`src/verilog/option_pkg.sv`:
```
// Constants and field layouts for the write-once option registers
package option_pkg;

   // Register indices; the Wishbone byte address is four times the index
   localparam logic [7:0] PIN_CLOCK_IDX = 8'h1e;
   localparam logic [7:0] SUPERVISOR_IDX = 8'h1f;

   // Reset values
   localparam logic [7:0] SUPERVISOR_RST = 8'h00;
   localparam logic [7:0] PIN_CLOCK_RST = 8'h00;

   // Bits that survive ordinary resets
   localparam int TRIP_LEVEL_BIT = 3;
   localparam int RESET_PIN_BIT = 0;

   // Reserved bits of the pin and clock register read as zero
   localparam logic [7:0] PIN_CLOCK_MASK = 8'hdb;

   // Cycle counts in four-times bus clock cycles
   localparam int STOP_SHORT_CYCLES = 32;
   localparam int STOP_LONG_CYCLES = 4096;
   localparam int WDOG_SHORT_CYCLES = 8176;
   localparam int WDOG_LONG_CYCLES = 262128;

   typedef struct packed {
      logic watchdog_period_select;
      logic supply_monitor_in_stop;
      logic supply_monitor_reset_disable;
      logic supply_monitor_power_disable;
      logic supply_monitor_trip_level;
      logic short_stop_recovery;
      logic stop_enable;
      logic watchdog_disable;
   } supervisor_options_s;

   typedef struct packed {
      logic interrupt_pin_pullup_off;
      logic interrupt_pin_function_on;
      logic rsvd5;
      logic timer_channel_position;
      logic serial_port_clock_source;
      logic rsvd2;
      logic oscillator_in_stop;
      logic reset_pin_function_on;
   } pin_and_clock_options_s;

   typedef struct packed {
      logic port_b_pin_1;
      logic port_b_pin_2;
      logic port_b_pin_4;
      logic port_b_pin_5;
   } timer_route_s;

endpackage

```
`src/verilog/delay_timer.sv`:
```
// Down-counting one-shot delay used for stop recovery
`timescale 1ns/1ps
module delay_timer #(
   parameter int WIDTH = 13
) (
   input wire logic clk_i,
   input wire logic rst_i,
   input wire logic start_i,
   input wire logic [WIDTH-1:0] count_i,
   output logic busy_o,
   output logic done_o
);

   initial begin
      if (WIDTH < 2) begin
         $error("delay_timer WIDTH too small");
      end
   end

   logic [WIDTH-1:0] cnt_r;
   logic busy_r;
   logic done_r;

   always_ff @(posedge clk_i) begin
      if (rst_i) begin
         cnt_r <= '0;
         busy_r <= 1'b0;
      end else if (start_i) begin
         cnt_r <= count_i - WIDTH'(1);
         busy_r <= 1'b1;
      end else if (busy_r) begin
         if (cnt_r == '0) begin
            busy_r <= 1'b0;
         end else begin
            cnt_r <= cnt_r - WIDTH'(1);
         end
      end
   end

   always_ff @(posedge clk_i) begin
      if (rst_i) begin
         done_r <= 1'b0;
      end else begin
         done_r <= busy_r && !start_i && (cnt_r == '0);
      end
   end

   assign busy_o = busy_r;
   assign done_o = done_r;

endmodule

```
`src/verilog/write_once_option_config.sv`:
```
// Write-once option registers with the logic they steer
// Notes on behaviour
// - One write per register after each reset
// - Registers at 001E/001F, always readable
// - Trip level cleared by power-on only
// - Reset-pin bit power-on cleared; enables pin
// - Pull-up bit one disconnects pull-up
// - Interrupt-pin bit one enables pin function
// - Timer channels on B4/B5 or B1/B2
// - Serial clock: bus clock or four-times clock
// - Oscillator bit keeps clock running in stop
// - Watchdog timeout 8176 or 262128 cycles
// - Monitor runs in stop if powered, enabled
// - Reset-disable bit blocks monitor resets
// - Power-disable bit switches monitor off
// - Trip level selects 5 V or 3.3 V
// - Stop recovery 32 or 4096 cycles
// - Monitor reset wake uses long recovery
// - Stop instruction illegal when not enabled
// - Watchdog disable bit turns watchdog off
//
// Local design decisions: the register addresses and the Wishbone register port.
`timescale 1ns/1ps
module write_once_option_config #(
   parameter int WDOG_SHORT = option_pkg::WDOG_SHORT_CYCLES,
   parameter int WDOG_LONG = option_pkg::WDOG_LONG_CYCLES,
   parameter int WDOG_WIDTH = 18
) (
   input wire logic clk_i,
   input wire logic rst_i,
   input wire logic por_i,
   // Wishbone slave
   input wire logic wb_cyc_i,
   input wire logic wb_stb_i,
   input wire logic wb_we_i,
   input wire logic [7:0] wb_adr_i,
   input wire logic [3:0] wb_sel_i,
   input wire logic [31:0] wb_dat_i,
   output logic [31:0] wb_dat_o,
   output logic wb_ack_o,
   // Processor events
   input wire logic stop_instr_i,
   input wire logic wake_i,
   input wire logic watchdog_service_i,
   input wire logic supply_trip_i,
   output logic stop_mode_o,
   output logic illegal_opcode_o,
   output logic stop_recovered_o,
   output logic oscillator_run_o,
   output logic watchdog_reset_o,
   // Supply monitor control
   output logic monitor_power_on_o,
   output logic monitor_active_o,
   output logic monitor_trip_5v_o,
   output logic monitor_reset_o,
   // Pin and clock steering
   output logic interrupt_pullup_on_o,
   output logic interrupt_pin_on_o,
   output logic reset_pin_on_o,
   output option_pkg::timer_route_s timer_route_o,
   output logic serial_clk_from_bus_o
);

   localparam int STOP_W = 13;

   initial begin
      if (WDOG_WIDTH < 2 || WDOG_SHORT < 2 || WDOG_LONG < 2 ||
         WDOG_SHORT >= (1 << WDOG_WIDTH) || WDOG_LONG >= (1 << WDOG_WIDTH))
      begin
         $error("watchdog parameters out of range");
      end
   end

   typedef enum logic [1:0] {
      RUN,
      STOPPED,
      RECOVER
   } stop_state_e;

   function automatic logic [7:0] byte_addr(input logic [7:0] idx);
      byte_addr = {idx[5:0], 2'b00};
   endfunction

   // Any reset source
   logic any_rst;
   assign any_rst = rst_i | por_i;

   // Wishbone slave: one wait state, ack one cycle after the strobe
   logic ack_r;
   logic [31:0] rdata_r;
   logic take;
   logic hit_sup;
   logic hit_pin;
   logic wr_sup;
   logic wr_pin;
   assign take = wb_cyc_i & wb_stb_i & ~ack_r;
   assign hit_sup = (wb_adr_i == byte_addr(option_pkg::SUPERVISOR_IDX));
   assign hit_pin = (wb_adr_i == byte_addr(option_pkg::PIN_CLOCK_IDX));
   // Register file
   option_pkg::supervisor_options_s sup_r;
   option_pkg::pin_and_clock_options_s pin_r;
   logic sup_written_r;
   logic pin_written_r;
   assign wr_sup = take & wb_we_i & wb_sel_i[0] & hit_sup & ~sup_written_r;
   assign wr_pin = take & wb_we_i & wb_sel_i[0] & hit_pin & ~pin_written_r;
   always_ff @(posedge clk_i) begin
      if (any_rst) begin
         ack_r <= 1'b0;
      end else begin
         ack_r <= take;
      end
   end

   // Reads are always served; unmapped addresses read zero
   always_ff @(posedge clk_i) begin
      if (any_rst) begin
         rdata_r <= 32'h0000_0000;
      end else if (take) begin
         if (hit_sup) begin
            rdata_r <= {24'h00_0000, sup_r};
         end else if (hit_pin) begin
            rdata_r <= {24'h00_0000, pin_r & option_pkg::PIN_CLOCK_MASK};
         end else begin
            rdata_r <= 32'h0000_0000;
         end
      end
   end

   assign wb_ack_o = ack_r;
   assign wb_dat_o = rdata_r;

   // Write-once locks, released by every reset
   always_ff @(posedge clk_i) begin
      if (any_rst) begin
         sup_written_r <= 1'b0;
      end else if (wr_sup) begin
         sup_written_r <= 1'b1;
      end
   end

   always_ff @(posedge clk_i) begin
      if (any_rst) begin
         pin_written_r <= 1'b0;
      end else if (wr_pin) begin
         pin_written_r <= 1'b1;
      end
   end

   // Later writes are acked but change nothing
   always_ff @(posedge clk_i) begin
      if (por_i) begin
         sup_r <= option_pkg::SUPERVISOR_RST;
      end else if (rst_i) begin
         sup_r <= option_pkg::SUPERVISOR_RST;
         // Trip level keeps its value across ordinary resets
         sup_r.supply_monitor_trip_level <=
            sup_r.supply_monitor_trip_level;
      end else if (wr_sup) begin
         sup_r <= wb_dat_i[7:0];
      end
   end

   always_ff @(posedge clk_i) begin
      if (por_i) begin
         pin_r <= option_pkg::PIN_CLOCK_RST;
      end else if (rst_i) begin
         pin_r <= option_pkg::PIN_CLOCK_RST;
         pin_r.reset_pin_function_on <=
            pin_r.reset_pin_function_on;
      end else if (wr_pin) begin
         pin_r <= wb_dat_i[7:0] & option_pkg::PIN_CLOCK_MASK;
      end
   end

   // Supply trip input synchroniser
   logic trip_meta_r;
   logic trip_sync_r;
   always_ff @(posedge clk_i) begin
      if (any_rst) begin
         trip_meta_r <= 1'b0;
         trip_sync_r <= 1'b0;
      end else begin
         trip_meta_r <= supply_trip_i;
         trip_sync_r <= trip_meta_r;
      end
   end

   // Stop mode sequencing
   stop_state_e state_r;
   stop_state_e state_nxt;
   logic rec_start;
   logic [STOP_W-1:0] rec_count;
   logic rec_done;
   logic monitor_on;
   logic monitor_run;
   logic monitor_rst;
   logic illegal_r;
   assign monitor_on = ~sup_r.supply_monitor_power_disable;
   // Monitor runs outside stop, or in stop when enabled for it
   assign monitor_run = monitor_on &
      ((state_r == RUN) | sup_r.supply_monitor_in_stop);
   assign monitor_rst = monitor_run & trip_sync_r &
      ~sup_r.supply_monitor_reset_disable;

   always_comb begin
      state_nxt = state_r;
      rec_start = 1'b0;
      rec_count = STOP_W'(option_pkg::STOP_LONG_CYCLES);
      unique case (state_r)
         RUN: begin
            if (stop_instr_i && sup_r.stop_enable) begin
               state_nxt = STOPPED;
            end
         end
         STOPPED: begin
            if (monitor_rst) begin
               rec_start = 1'b1;
               rec_count = STOP_W'(option_pkg::STOP_LONG_CYCLES);
               state_nxt = RECOVER;
            end else if (wake_i) begin
               rec_start = 1'b1;
               if (sup_r.short_stop_recovery) begin
                  rec_count = STOP_W'(option_pkg::STOP_SHORT_CYCLES);
               end else begin
                  rec_count = STOP_W'(option_pkg::STOP_LONG_CYCLES);
               end
               state_nxt = RECOVER;
            end
         end
         RECOVER: begin
            if (rec_done) begin
               state_nxt = RUN;
            end
         end
      endcase
   end

   always_ff @(posedge clk_i) begin
      if (any_rst) begin
         state_r <= RUN;
      end else begin
         state_r <= state_nxt;
      end
   end

   always_ff @(posedge clk_i) begin
      if (any_rst) begin
         illegal_r <= 1'b0;
      end else begin
         illegal_r <= stop_instr_i & ~sup_r.stop_enable;
      end
   end

   delay_timer #(
      .WIDTH(STOP_W)
   ) u_recovery (
      .clk_i(clk_i),
      .rst_i(any_rst),
      .start_i(rec_start),
      .count_i(rec_count),
      .busy_o(),
      .done_o(rec_done)
   );

   // Watchdog timeout counter; held clear while stopped or disabled
   logic [WDOG_WIDTH-1:0] wdog_cnt_r;
   logic [WDOG_WIDTH-1:0] wdog_limit;
   logic wdog_on;
   logic wdog_fire_r;
   assign wdog_on = ~sup_r.watchdog_disable;
   assign wdog_limit = sup_r.watchdog_period_select ?
      WDOG_WIDTH'(WDOG_SHORT - 1) : WDOG_WIDTH'(WDOG_LONG - 1);
   always_ff @(posedge clk_i) begin
      if (any_rst) begin
         wdog_cnt_r <= '0;
      end else if (!wdog_on || watchdog_service_i || state_r != RUN) begin
         wdog_cnt_r <= '0;
      end else if (wdog_cnt_r >= wdog_limit) begin
         wdog_cnt_r <= '0;
      end else begin
         wdog_cnt_r <= wdog_cnt_r + WDOG_WIDTH'(1);
      end
   end

   always_ff @(posedge clk_i) begin
      if (any_rst) begin
         wdog_fire_r <= 1'b0;
      end else begin
         wdog_fire_r <= wdog_on & ~watchdog_service_i & (state_r == RUN) &
            (wdog_cnt_r >= wdog_limit);
      end
   end

   // Registered steering outputs
   logic osc_r;
   logic mon_pwr_r;
   logic mon_act_r;
   logic mon_trip_r;
   logic mon_rst_r;
   logic pull_r;
   logic irq_r;
   logic rstpin_r;
   logic serial_r;
   option_pkg::timer_route_s route_r;

   always_ff @(posedge clk_i) begin
      if (any_rst) begin
         osc_r <= 1'b1;
      end else begin
         osc_r <= (state_nxt == RUN) | (state_nxt == RECOVER) |
            pin_r.oscillator_in_stop;
      end
   end

   always_ff @(posedge clk_i) begin
      if (any_rst) begin
         mon_pwr_r <= 1'b0;
         mon_act_r <= 1'b0;
         mon_rst_r <= 1'b0;
      end else begin
         mon_pwr_r <= monitor_on;
         mon_act_r <= monitor_run;
         mon_rst_r <= monitor_rst;
      end
   end

   // Trip level and reset-pin outputs are cleared by power-on only
   always_ff @(posedge clk_i) begin
      if (por_i) begin
         mon_trip_r <= 1'b0;
         rstpin_r <= 1'b0;
      end else begin
         mon_trip_r <= sup_r.supply_monitor_trip_level;
         rstpin_r <= pin_r.reset_pin_function_on;
      end
   end

   always_ff @(posedge clk_i) begin
      if (any_rst) begin
         pull_r <= 1'b1;
         irq_r <= 1'b0;
         serial_r <= 1'b0;
         route_r <= '{port_b_pin_1: 1'b1, port_b_pin_2: 1'b1, default: 1'b0};
      end else begin
         pull_r <= ~pin_r.interrupt_pin_pullup_off;
         irq_r <= pin_r.interrupt_pin_function_on;
         serial_r <= pin_r.serial_port_clock_source;
         route_r.port_b_pin_4 <= pin_r.timer_channel_position;
         route_r.port_b_pin_5 <= pin_r.timer_channel_position;
         route_r.port_b_pin_1 <= ~pin_r.timer_channel_position;
         route_r.port_b_pin_2 <= ~pin_r.timer_channel_position;
      end
   end

   assign stop_mode_o = (state_r != RUN);
   assign illegal_opcode_o = illegal_r;
   assign stop_recovered_o = rec_done;
   assign oscillator_run_o = osc_r;
   assign watchdog_reset_o = wdog_fire_r;
   assign monitor_power_on_o = mon_pwr_r;
   assign monitor_active_o = mon_act_r;
   assign monitor_trip_5v_o = mon_trip_r;
   assign monitor_reset_o = mon_rst_r;
   assign interrupt_pullup_on_o = pull_r;
   assign interrupt_pin_on_o = irq_r;
   assign reset_pin_on_o = rstpin_r;
   assign timer_route_o = route_r;
   assign serial_clk_from_bus_o = serial_r;

endmodule

```
`config.mk`:
```
export PLATFORM = sky130hd
export DESIGN_NAME = write_once_option_config
export DESIGN_NICKNAME = d
export VERILOG_FILES = /design/src/verilog/option_pkg.sv /design/src/verilog/delay_timer.sv /design/src/verilog/write_once_option_config.sv
export SDC_FILE = /design/constraint.sdc
export NUM_CORES = 1
export LEC_CHECK = 0
export ABC_CLOCK_PERIOD_IN_PS = 2300
export BUFFER_PORTS_ARGS = -buffer_cell sky130_fd_sc_hd__buf_2
export CELL_PAD_IN_SITES_DETAIL_PLACEMENT = 1
export CELL_PAD_IN_SITES_GLOBAL_PLACEMENT = 2
export CORE_UTILIZATION = 30
export CTS_CLUSTER_SIZE = 24
export DETAILED_ROUTE_END_ITERATION = 8
export GPL_TIMING_DRIVEN = 0
export PLACE_DENSITY_LB_ADDON = 0.1
export SLEW_MARGIN = 20
export SYNTH_ARGS = -nofsm -noshare
export SYNTH_HDL_FRONTEND = slang
export SYNTH_SLANG_ARGS = --single-unit
```
`constraint.sdc`:
```
create_clock -name clk_i -period 2.3 [get_ports clk_i]
set_input_delay 0.46 -clock clk_i [delete_from_list [all_inputs] [get_ports clk_i]]
set_output_delay 0.46 -clock clk_i [all_outputs]
set_load 0.02 [all_outputs]
```
==> results of run 1 <==
path summary, 6_finish.rpt:
check / from / to / slack, ps / depth (start not counted)
setup / recovery: u_recovery.cnt_r[5] / u_recovery.cnt_r[11] / 90 / 6
hold / removal: supply_trip_i / trip_meta_r / 320 / 2
setup reg to reg: u_recovery.cnt_r[5] / u_recovery.cnt_r[11] / 90 / 6
hold reg to reg: pin_r[7] / interrupt_pullup_on_o / 410 / 1
power by group:
| group | leakage, nW | switching, mW | internal (mW) |
|---|---|---|---|
| Clock | 0.137 | 0.527 | 0.787 |
| Combinational | 1.01 | 0.0951 | 0.0606 |
| Sequential | 0.606 | 0.00175 | 1.30 |
| Total | 1.76 | 0.624 | 2.15 |
flip-flops by register name, indices dropped and copies added (netlist names), 2 cells and up:
| register | count |
|---|---|
| wdog_cnt_r | 18 |
| u_recovery.cnt_r | 13 |
| sup_r | 8 |
| wb_dat_o | 8 |
| pin_r | 6 |
| state_r | 2 |
| timer_route_o | 2 |
cells in the mapped netlist (10+ instances only):
cell	number	area, µm²
buf_4	26	195
nor2_1	30	113
or4_1	10	75.1
dfxtp_1	75	1500
clkbuf_1	15	56.3
nand2_1	30	113
nor3_1	19	95.1
a21oi_1	16	80.1
o21ai_0	15	75.1
kinds of logic (layout without fill, tap and decap cells):
family,Yosys count,count (layout)
and+or+nand+nor,151,151
DFF,75,75
AOI/OAI and AO/OA,66,66
buffers and inverters,52,122
xor gates and xnor gates,15,15
muxes,11,11
adders and majority gates,9,9
other,1,24
critical path, stage by stage, from the launching register on:
cell and delay (ps):
dfxtp_2 340, or4_4 510, buf_6 150, or4_1 490, buf_6 150, or3_1 330
a31oi_1 160
area by class of cell:
class                           instances  area, µm²  share of cell area
Buffer                                 41        268              0.0625
Clock buffer                           14        264              0.0616
Clock inverter                          2       10.0             0.00234
Inverter                                9       33.8             0.00789
Multi-Input combinational cell        276       1740               0.406
Sequential cell                        75       1500               0.351
Tap cell                              140        175              0.0409
Timing Repair Buffer                   56        290              0.0678
metal layers:
metal / vias up / wire (µm) / track usage
met1: 1389 / 4340 / 0.209
met4: 0 / 192 / 0.0869
li1: 1490 / - / -
met2: 53 / 4060 / 0.255
met5: - / 0 / 0
met3: 14 / 343 / 0.0362
repair_timing:
action | in CTS | in global routing
gates resized for setup | 2 | 11
endpoints found under the setup margin | 16 | 7
setup buffers | 3 | 0
pin swaps | 2 | 1
through the flow:
| stage | setup TNS, ps | power, mW |
|---|---|---|
| 2_1_floorplan | 0 | 1.44 |
| 3_3_place_gp | -7580 | 1.49 |
| 3_5_place_dp | -5750 | 1.49 |
| 4_1_cts | 0 | 2.83 |
| 5_1_grt | 0 | 2.89 |
| 6_report | 0 | 2.78 |
==> impl_metrics.csv, run 1 <==
group,metric,value,unit
status,status,"complete, no violations",
placement,place_hpwl,6550,µm
clock_network,root_buffer,"clkbuf_16",
clock_network,clkLatencyLatePin,340,ps
sta,setup_viol,0,
worst_setup_path,critPathArrivalTime,2480,ps
drt,first_pass_iters,4,
worst_setup_path,critPathCaptureType,"register",
finish,fill_cells,1314,
drt,wire_per_inst,14.6,µm
grt,grt_pass1_vias,2909,
clock_network,cts_tree,"done",
clock_network,cts.sinks,75,
synth,synth-seq-cells,75,
finish,diodes,0,
finish,nets,531,
synth,yosys_warnings,0,
placement,gp_congestion,0.744,
worst_setup_path,start_kind,"register",
drt,first_iter_violations,54,
sta,finClkSkew,6.50,ps
grt,grt_pass1_wl,14400,µm
floorplanning,ioPinCount,104,
synth,synth_fa_ha_area_frac,0.0331,
synth,syn_avg_cell_area,8.97,µm²
sta,period_share,0.961,
sta,hold_viol_final,0,
sta,whs,324,ps
synth,ys_types,50,
sta,maxSlewViolCount,0,
sta,worst_pin_slew,666,ps
sta,max_freq,452,MHz
clock_network,hold_buffers,0,
placement,portBuffers,52,
clock_network,h-tree-depth,3,
sta,finalWorstSetupSlack,89.7,ps
power,p_leak,1.76,nW
synth,syn_area,3410,µm²
grt,overflow,0,
placement,dpl_cell_area,3940,µm²
finish,fin_util,0.392,
finish,drive_above_1_share,0.245,
synth,ys.flop_type,"dfxtp_1",
floorplanning,fp.dieH,109,µm
synth,synth-xor-area-share,0.0386,
floorplanning,die_area,11800,µm²
floorplanning,core_area,10900,µm²
run,drv_cap,0,
power,ir_drop,0.350,mV
floorplanning,die_w,109,µm
synth,ys_seq_area_frac,0.441,
worst_setup_path,crit_fanout,8,
drt,vias,2946,
sta,rsz0062_at_grt,"yes",
synth,synth_compound_area_frac,0.127,
clock_network,numCtsBuffers,9,
synth,synth-edff-count,0,
grt,grt_max_degree,12,
worst_setup_path,required,2570,ps
grt,grt.total_usage,0.163,
synth,synth_mux_area_frac,0.0345,
clock_network,cts_buffer_depth,2,
drt,antenna_left,0,
synth,synth_simple_gate_area_share,0.239,
clock_network,cts.clk_slew.worst_paths,60,ps
drt,route.detailed.drc,0,
drt,routed_via_density,4.81,
drt,finalWirelength,8930,µm
synth,async_flop_share,0,
synth,synth_cells,380,
power,power_density,648,nW/µm²
finish,final_common_cell,"dfxtp_1",
floorplanning,std_cell_rows,38,
sta,min_period,2210,ps
placement,place_ws,-398,ps
finish,area_growth,25.7,%
synth,synth_top_family_by_area,"simple AND/OR/NAND/NOR gates",
hold_path,hold_class,"input pin to register",
floorplanning,initial_core_util,0.312,
finish,final_cell_mix,"dfxtp_1, buf_2, nor2_1, nand2_1, buf_4",
finish,final_cells,613,
grt,antenna_found_initial,0,
sta,maxSlewHeadroom,0.553,
worst_setup_path,path_class,"register to register",
finish,design_area,4280,µm²
placement,dp.cells,596,
Note: power is estimated with default switching activity, not from simulation.
==> run 2: changes to the inputs <==
--- a/config.mk
+++ b/config.mk
@@ -14,6 +14,7 @@
 export DETAILED_ROUTE_END_ITERATION = 8
 export GPL_TIMING_DRIVEN = 0
 export PLACE_DENSITY_LB_ADDON = 0.1
+export RECOVER_POWER = 50
 export SLEW_MARGIN = 20
 export SYNTH_ARGS = -nofsm -noshare
 export SYNTH_HDL_FRONTEND = slang
==> impl_metrics.csv, run 2 (same netlist as run 1, synthesis figures left out) <==
group,metric,value,unit
clock_network,root_buffer,"clkbuf_16",
worst_setup_path,crit_path_end,"u_recovery.cnt_r[11]",
clock_network,h-tree-depth,3,
clock_network,clkLatencyLatePin,340,ps
drt,first_pass_iters,4,
clock_network,cts.sinks,75,
grt,grt.total_usage,0.163,
floorplanning,ioPinCount,104,
grt,antenna_found_initial,0,
finish,fill_cells,1325,
worst_setup_path,required,2570,ps
placement,place_hpwl,6550,µm
sta,finClkSkew,6.50,ps
sta,setup_viol,0,
sta,tns,0,ps
placement,portBuffers,52,
sta,max_freq,452,MHz
floorplanning,core_area,10900,µm²
clock_network,hold_buffers,0,
drt,first_iter_violations,51,
finish,drive_above_1_share,0.188,
grt,grt_pass1_wl,14400,µm
sta,maxSlewViolCount,0,
worst_setup_path,critPathArrivalTime,2480,ps
power,finalPower,2.77,mW
run,drv_cap,0,
floorplanning,die_w,109,µm
clock_network,cts_tree,"done",
grt,use_met2,0.255,
finish,final_cells,613,
floorplanning,die_area,11800,µm²
sta,period_share,0.961,
finish,multi_input_area,1730,µm²
drt,antenna_left,0,
sta,hold_viol_final,0,
sta,rsz0062_at_grt,"yes",
grt,grtUsageMet3,0.0362,
worst_setup_path,rr_worst_depth,6,
finish,top_register,"wdog_cnt_r",
floorplanning,std_cell_rows,38,
clock_network,cts.clk_slew.worst_paths,60,ps
finish,largest_register_ffs,18,
sta,whs,324,ps
hold_path,hold_class,"input pin to register",
worst_setup_path,crit_fanout,8,
sta,maxSlewHeadroom,0.326,
clock_network,cts_buffer_depth,2,
status,status,"complete, no violations",
worst_setup_path,rrSetupSlack,90,ps
grt,grt_max_degree,12,
grt,grt_pass1_vias,2909,
drt,routed_via_density,4.80,
power,p_leak,1.65,nW
finish,reg_top3,"wdog_cnt_r (18), u_recovery.cnt_r (13)",
worst_setup_path,critPathCaptureType,"register",
worst_setup_path,start_kind,"register",
floorplanning,initial_core_util,0.312,
finish,diodes,0,
drt,vias,2941,
clock_network,numCtsBuffers,9,
floorplanning,fp.dieH,109,µm
grt,grtUsageMet1,0.209,
worst_setup_path,worstReg2RegEnd,"u_recovery.cnt_r[11]",
finish,nets,531,
drt,finalWirelength,8970,µm
worst_setup_path,r2r-start,"u_recovery.cnt_r[5]",
placement,place_ws,-398,ps
finish,final_cell_mix,"dfxtp_1, clkbuf_1, nor2_1, nand2_1, buf_4",
sta,min_period,2210,ps
sta,worst_pin_slew,1000,ps
finish,final_common_cell,"dfxtp_1",
drt,route.detailed.drc,0,
grt,top_usage_layer,"met2",
drt,wire_per_inst,14.6,µm
finish,register_area,1500,µm²
placement,dp.cells,596,
power,ir_drop,0.350,mV
finish,area_growth,24.5,%
worst_setup_path,path_class,"register to register",
grt,overflow,0,
placement,gp_congestion,0.744,
worst_setup_path,cp-startpoint,"u_recovery.cnt_r[5]",
sta,finalWorstSetupSlack,89.7,ps
power,power_density,654,nW/µm²
run 2: worst min path at each step:
stage	from	end	depth (start not counted)
2_1_floorplan	pin_r[7]	interrupt_pullup_on_o	1
3_3_place_gp	pin_r[7]	interrupt_pullup_on_o	1
3_5_place_dp	pin_r[7]	interrupt_pullup_on_o	1
4_1_cts	supply_trip_i	trip_meta_r	2
5_1_grt	supply_trip_i	trip_meta_r	2
6_report	supply_trip_i	trip_meta_r	2
run 2: area by class of cell:
class                      instances  area share
clock buffer                      14      0.0622
sequential                        75       0.354
multi-input combinational        276       0.409
buffer                            41      0.0631
clock inverter                     2     0.00236
timing repair buffer              56      0.0602
tap                              140      0.0413
inverter                           9     0.00796
run 2: report_power, final:
group	leakage [nW]	switching [mW]	internal [mW]
clock network	0.137	0.527	0.786
registers	0.606	0.00188	1.30
logic	0.912	0.0947	0.0597
run 2: metal layers:
layer  up-vias  wire length, µm
li1       1490                -
met1      1383             4350
met2        54             4070
met3        14              360
met4         0              192
met5         -                0
run 2: repair_timing:
| action | CTS | global route |
|---|---|---|
| pin swaps | 2 | 1 |
| resized for setup | 2 | 11 |
| buffers inserted | 3 | 0 |
| cloned | 0 | 0 |
| setup endpoints to repair | 16 | 7 |
run 2: critical path, cell delays in order, from the launching register on:
cell and delay, ps:
dfxtp_2 340, or4_4 510, buf_6 150, or4_1 490, buf_6 150, or3_1 330
a31oi_1 160
run 2: per-stage QoR:
stage	utilization	cell area [µm²]
after floorplan	-	3490
after global placement	0.359	3930
after detailed placement	0.361	3940
after CTS	0.389	4250
after global routing	0.388	4240
final	0.388	4240
==> run 3: changes to the inputs <==
--- a/config.mk
+++ b/config.mk
@@ -15,6 +15,7 @@
 export GPL_TIMING_DRIVEN = 0
 export PLACE_DENSITY_LB_ADDON = 0.1
 export RECOVER_POWER = 50
+export SETUP_SLACK_MARGIN = 0.5
 export SLEW_MARGIN = 20
 export SYNTH_ARGS = -nofsm -noshare
 export SYNTH_HDL_FRONTEND = slang
==> constraint.sdc (replaced) <==
create_clock -name clk_i -period 2.3 [get_ports clk_i]
set_input_delay 0.46 -clock clk_i [delete_from_list [all_inputs] [get_ports clk_i]]
set_output_delay 0.46 -clock clk_i [all_outputs]
set_load 0.1 [all_outputs]
==> impl_metrics.csv, run 3 (same netlist as run 1, synthesis figures left out) <==
group,metric,value,unit
status,status,"complete, no violations",
placement,gp_congestion,0.757,
finish,top_register,"wdog_cnt_r",
floorplanning,std_cell_rows,38,
drt,wire_per_inst,15.6,µm
sta,maxSlewHeadroom,0.214,
floorplanning,die_w,109,µm
sta,period_share,0.907,
finish,final_common_cell,"dfxtp_1",
clock_network,cts_tree,"done",
drt,first_pass_iters,4,
finish,nets,553,
clock_network,cts.sinks,75,
finish,final_cell_mix,"dfxtp_1, buf_4, clkbuf_1",
drt,first_iter_violations,70,
grt,grt.total_usage,0.180,
finish,area_growth,40.8,%
sta,hold_viol_final,0,
hold_path,hold_class,"input pin to register",
grt,grt_max_degree,13,
floorplanning,die_area,11800,µm²
floorplanning,ioPinCount,104,
sta,worst_pin_slew,1180,ps
finish,design_area,4800,µm²
floorplanning,initial_core_util,0.312,
placement,place_hpwl,6760,µm
placement,dp.cells,595,
clock_network,cts_buffer_depth,2,
floorplanning,core_area,10900,µm²
placement,dpl_cell_area,4020,µm²
clock_network,hold_buffers,0,
sta,rsz0062_at_grt,"yes",
drt,vias,3103,
sta,finalWorstSetupSlack,213,ps
worst_setup_path,path_class,"register to register",
clock_network,clkLatencyLatePin,350,ps
finish,largest_register_ffs,18,
finish,register_area,1540,µm²
drt,finalWirelength,9880,µm
grt,overflow,0,
finish,final_cells,635,
power,p_leak,1.88,nW
sta,min_period,2090,ps
sta,max_freq,479,MHz
clock_network,cts.clk_slew.worst_paths,60,ps
clock_network,h-tree-depth,3,
finish,drive_above_1_share,0.335,
floorplanning,fp.dieH,109,µm
worst_setup_path,crit_fanout,6,
power,power_density,664,nW/µm²
finish,multi_input_area,1920,µm²
placement,portBuffers,52,
finish,diodes,0,
worst_setup_path,required,2570,ps
clock_network,numCtsBuffers,9,
worst_setup_path,critPathArrivalTime,2360,ps
grt,grt_pass1_wl,15800,µm
sta,whs,324,ps
finish,fill_cells,1272,
finish,reg_top3,"wdog_cnt_r (18), u_recovery.cnt_r (13)",
worst_setup_path,start_kind,"register",
sta,setup_viol,0,
sta,finClkSkew,9.53,ps
placement,place_ws,-277,ps
sta,maxSlewViolCount,0,
grt,grt_pass1_vias,3113,
worst_setup_path,rrSetupSlack,210,ps
drt,routed_via_density,4.89,
power,finalPower,3.18,mW
run,drv_cap,0,
worst_setup_path,critPathCaptureType,"register",
drt,route.detailed.drc,0,
sta,tns,0,ps
finish,fin_util,0.439,
power,ir_drop,0.374,mV
drt,antenna_left,0,
grt,antenna_found_initial,0,
clock_network,root_buffer,"clkbuf_16",
==> run 3: what timing repair did <==
action                     CTS  global route
buffers inserted            18             4
cloned                       1             1
pin swaps                   20            14
setup endpoints to repair   46            50
resized for setup           50            35
==> run 3: worst paths after layout <==
check | to | cells after the start | start
max | u_recovery.cnt_r[11] | 6 | u_recovery.cnt_r[5]
min reg2reg | interrupt_pullup_on_o | 1 | pin_r[7]
min | trip_meta_r | 2 | supply_trip_i
max reg2reg | u_recovery.cnt_r[11] | 6 | u_recovery.cnt_r[5]
==> run 3: layer usage <==
metal  GRT usage  part of all wire
met5           0                 0
met4      0.0994             0.029
met3      0.0410             0.030
met2       0.290              0.48
met1       0.221              0.46
==> run 3: worst max-delay path: stages, from the launching register on <==
cell	delay [ps]
dfxtp_2	320
or4_4	520
buf_6	130
or4_4	470
buf_6	140
or3_1	310
a31oi_1	130
==> run 3: final cells by class <==
| type | count | share of cell area |
|---|---|---|
| multi-input cells | 276 | 0.401 |
| clock inverters | 4 | 0.0151 |
| plain buffers | 43 | 0.0738 |
| inverters | 9 | 0.00783 |
| well taps | 140 | 0.0365 |
| clock buffers | 12 | 0.0535 |
| repair buffers | 76 | 0.0924 |
| flip-flops and latches | 75 | 0.320 |
==> run 3: power by group <==
part           total (mW)  switching [mW]  internal [mW]
Sequential           1.30         0.00289           1.30
Combinational       0.320           0.255         0.0652
Clock                1.56           0.555           1.01
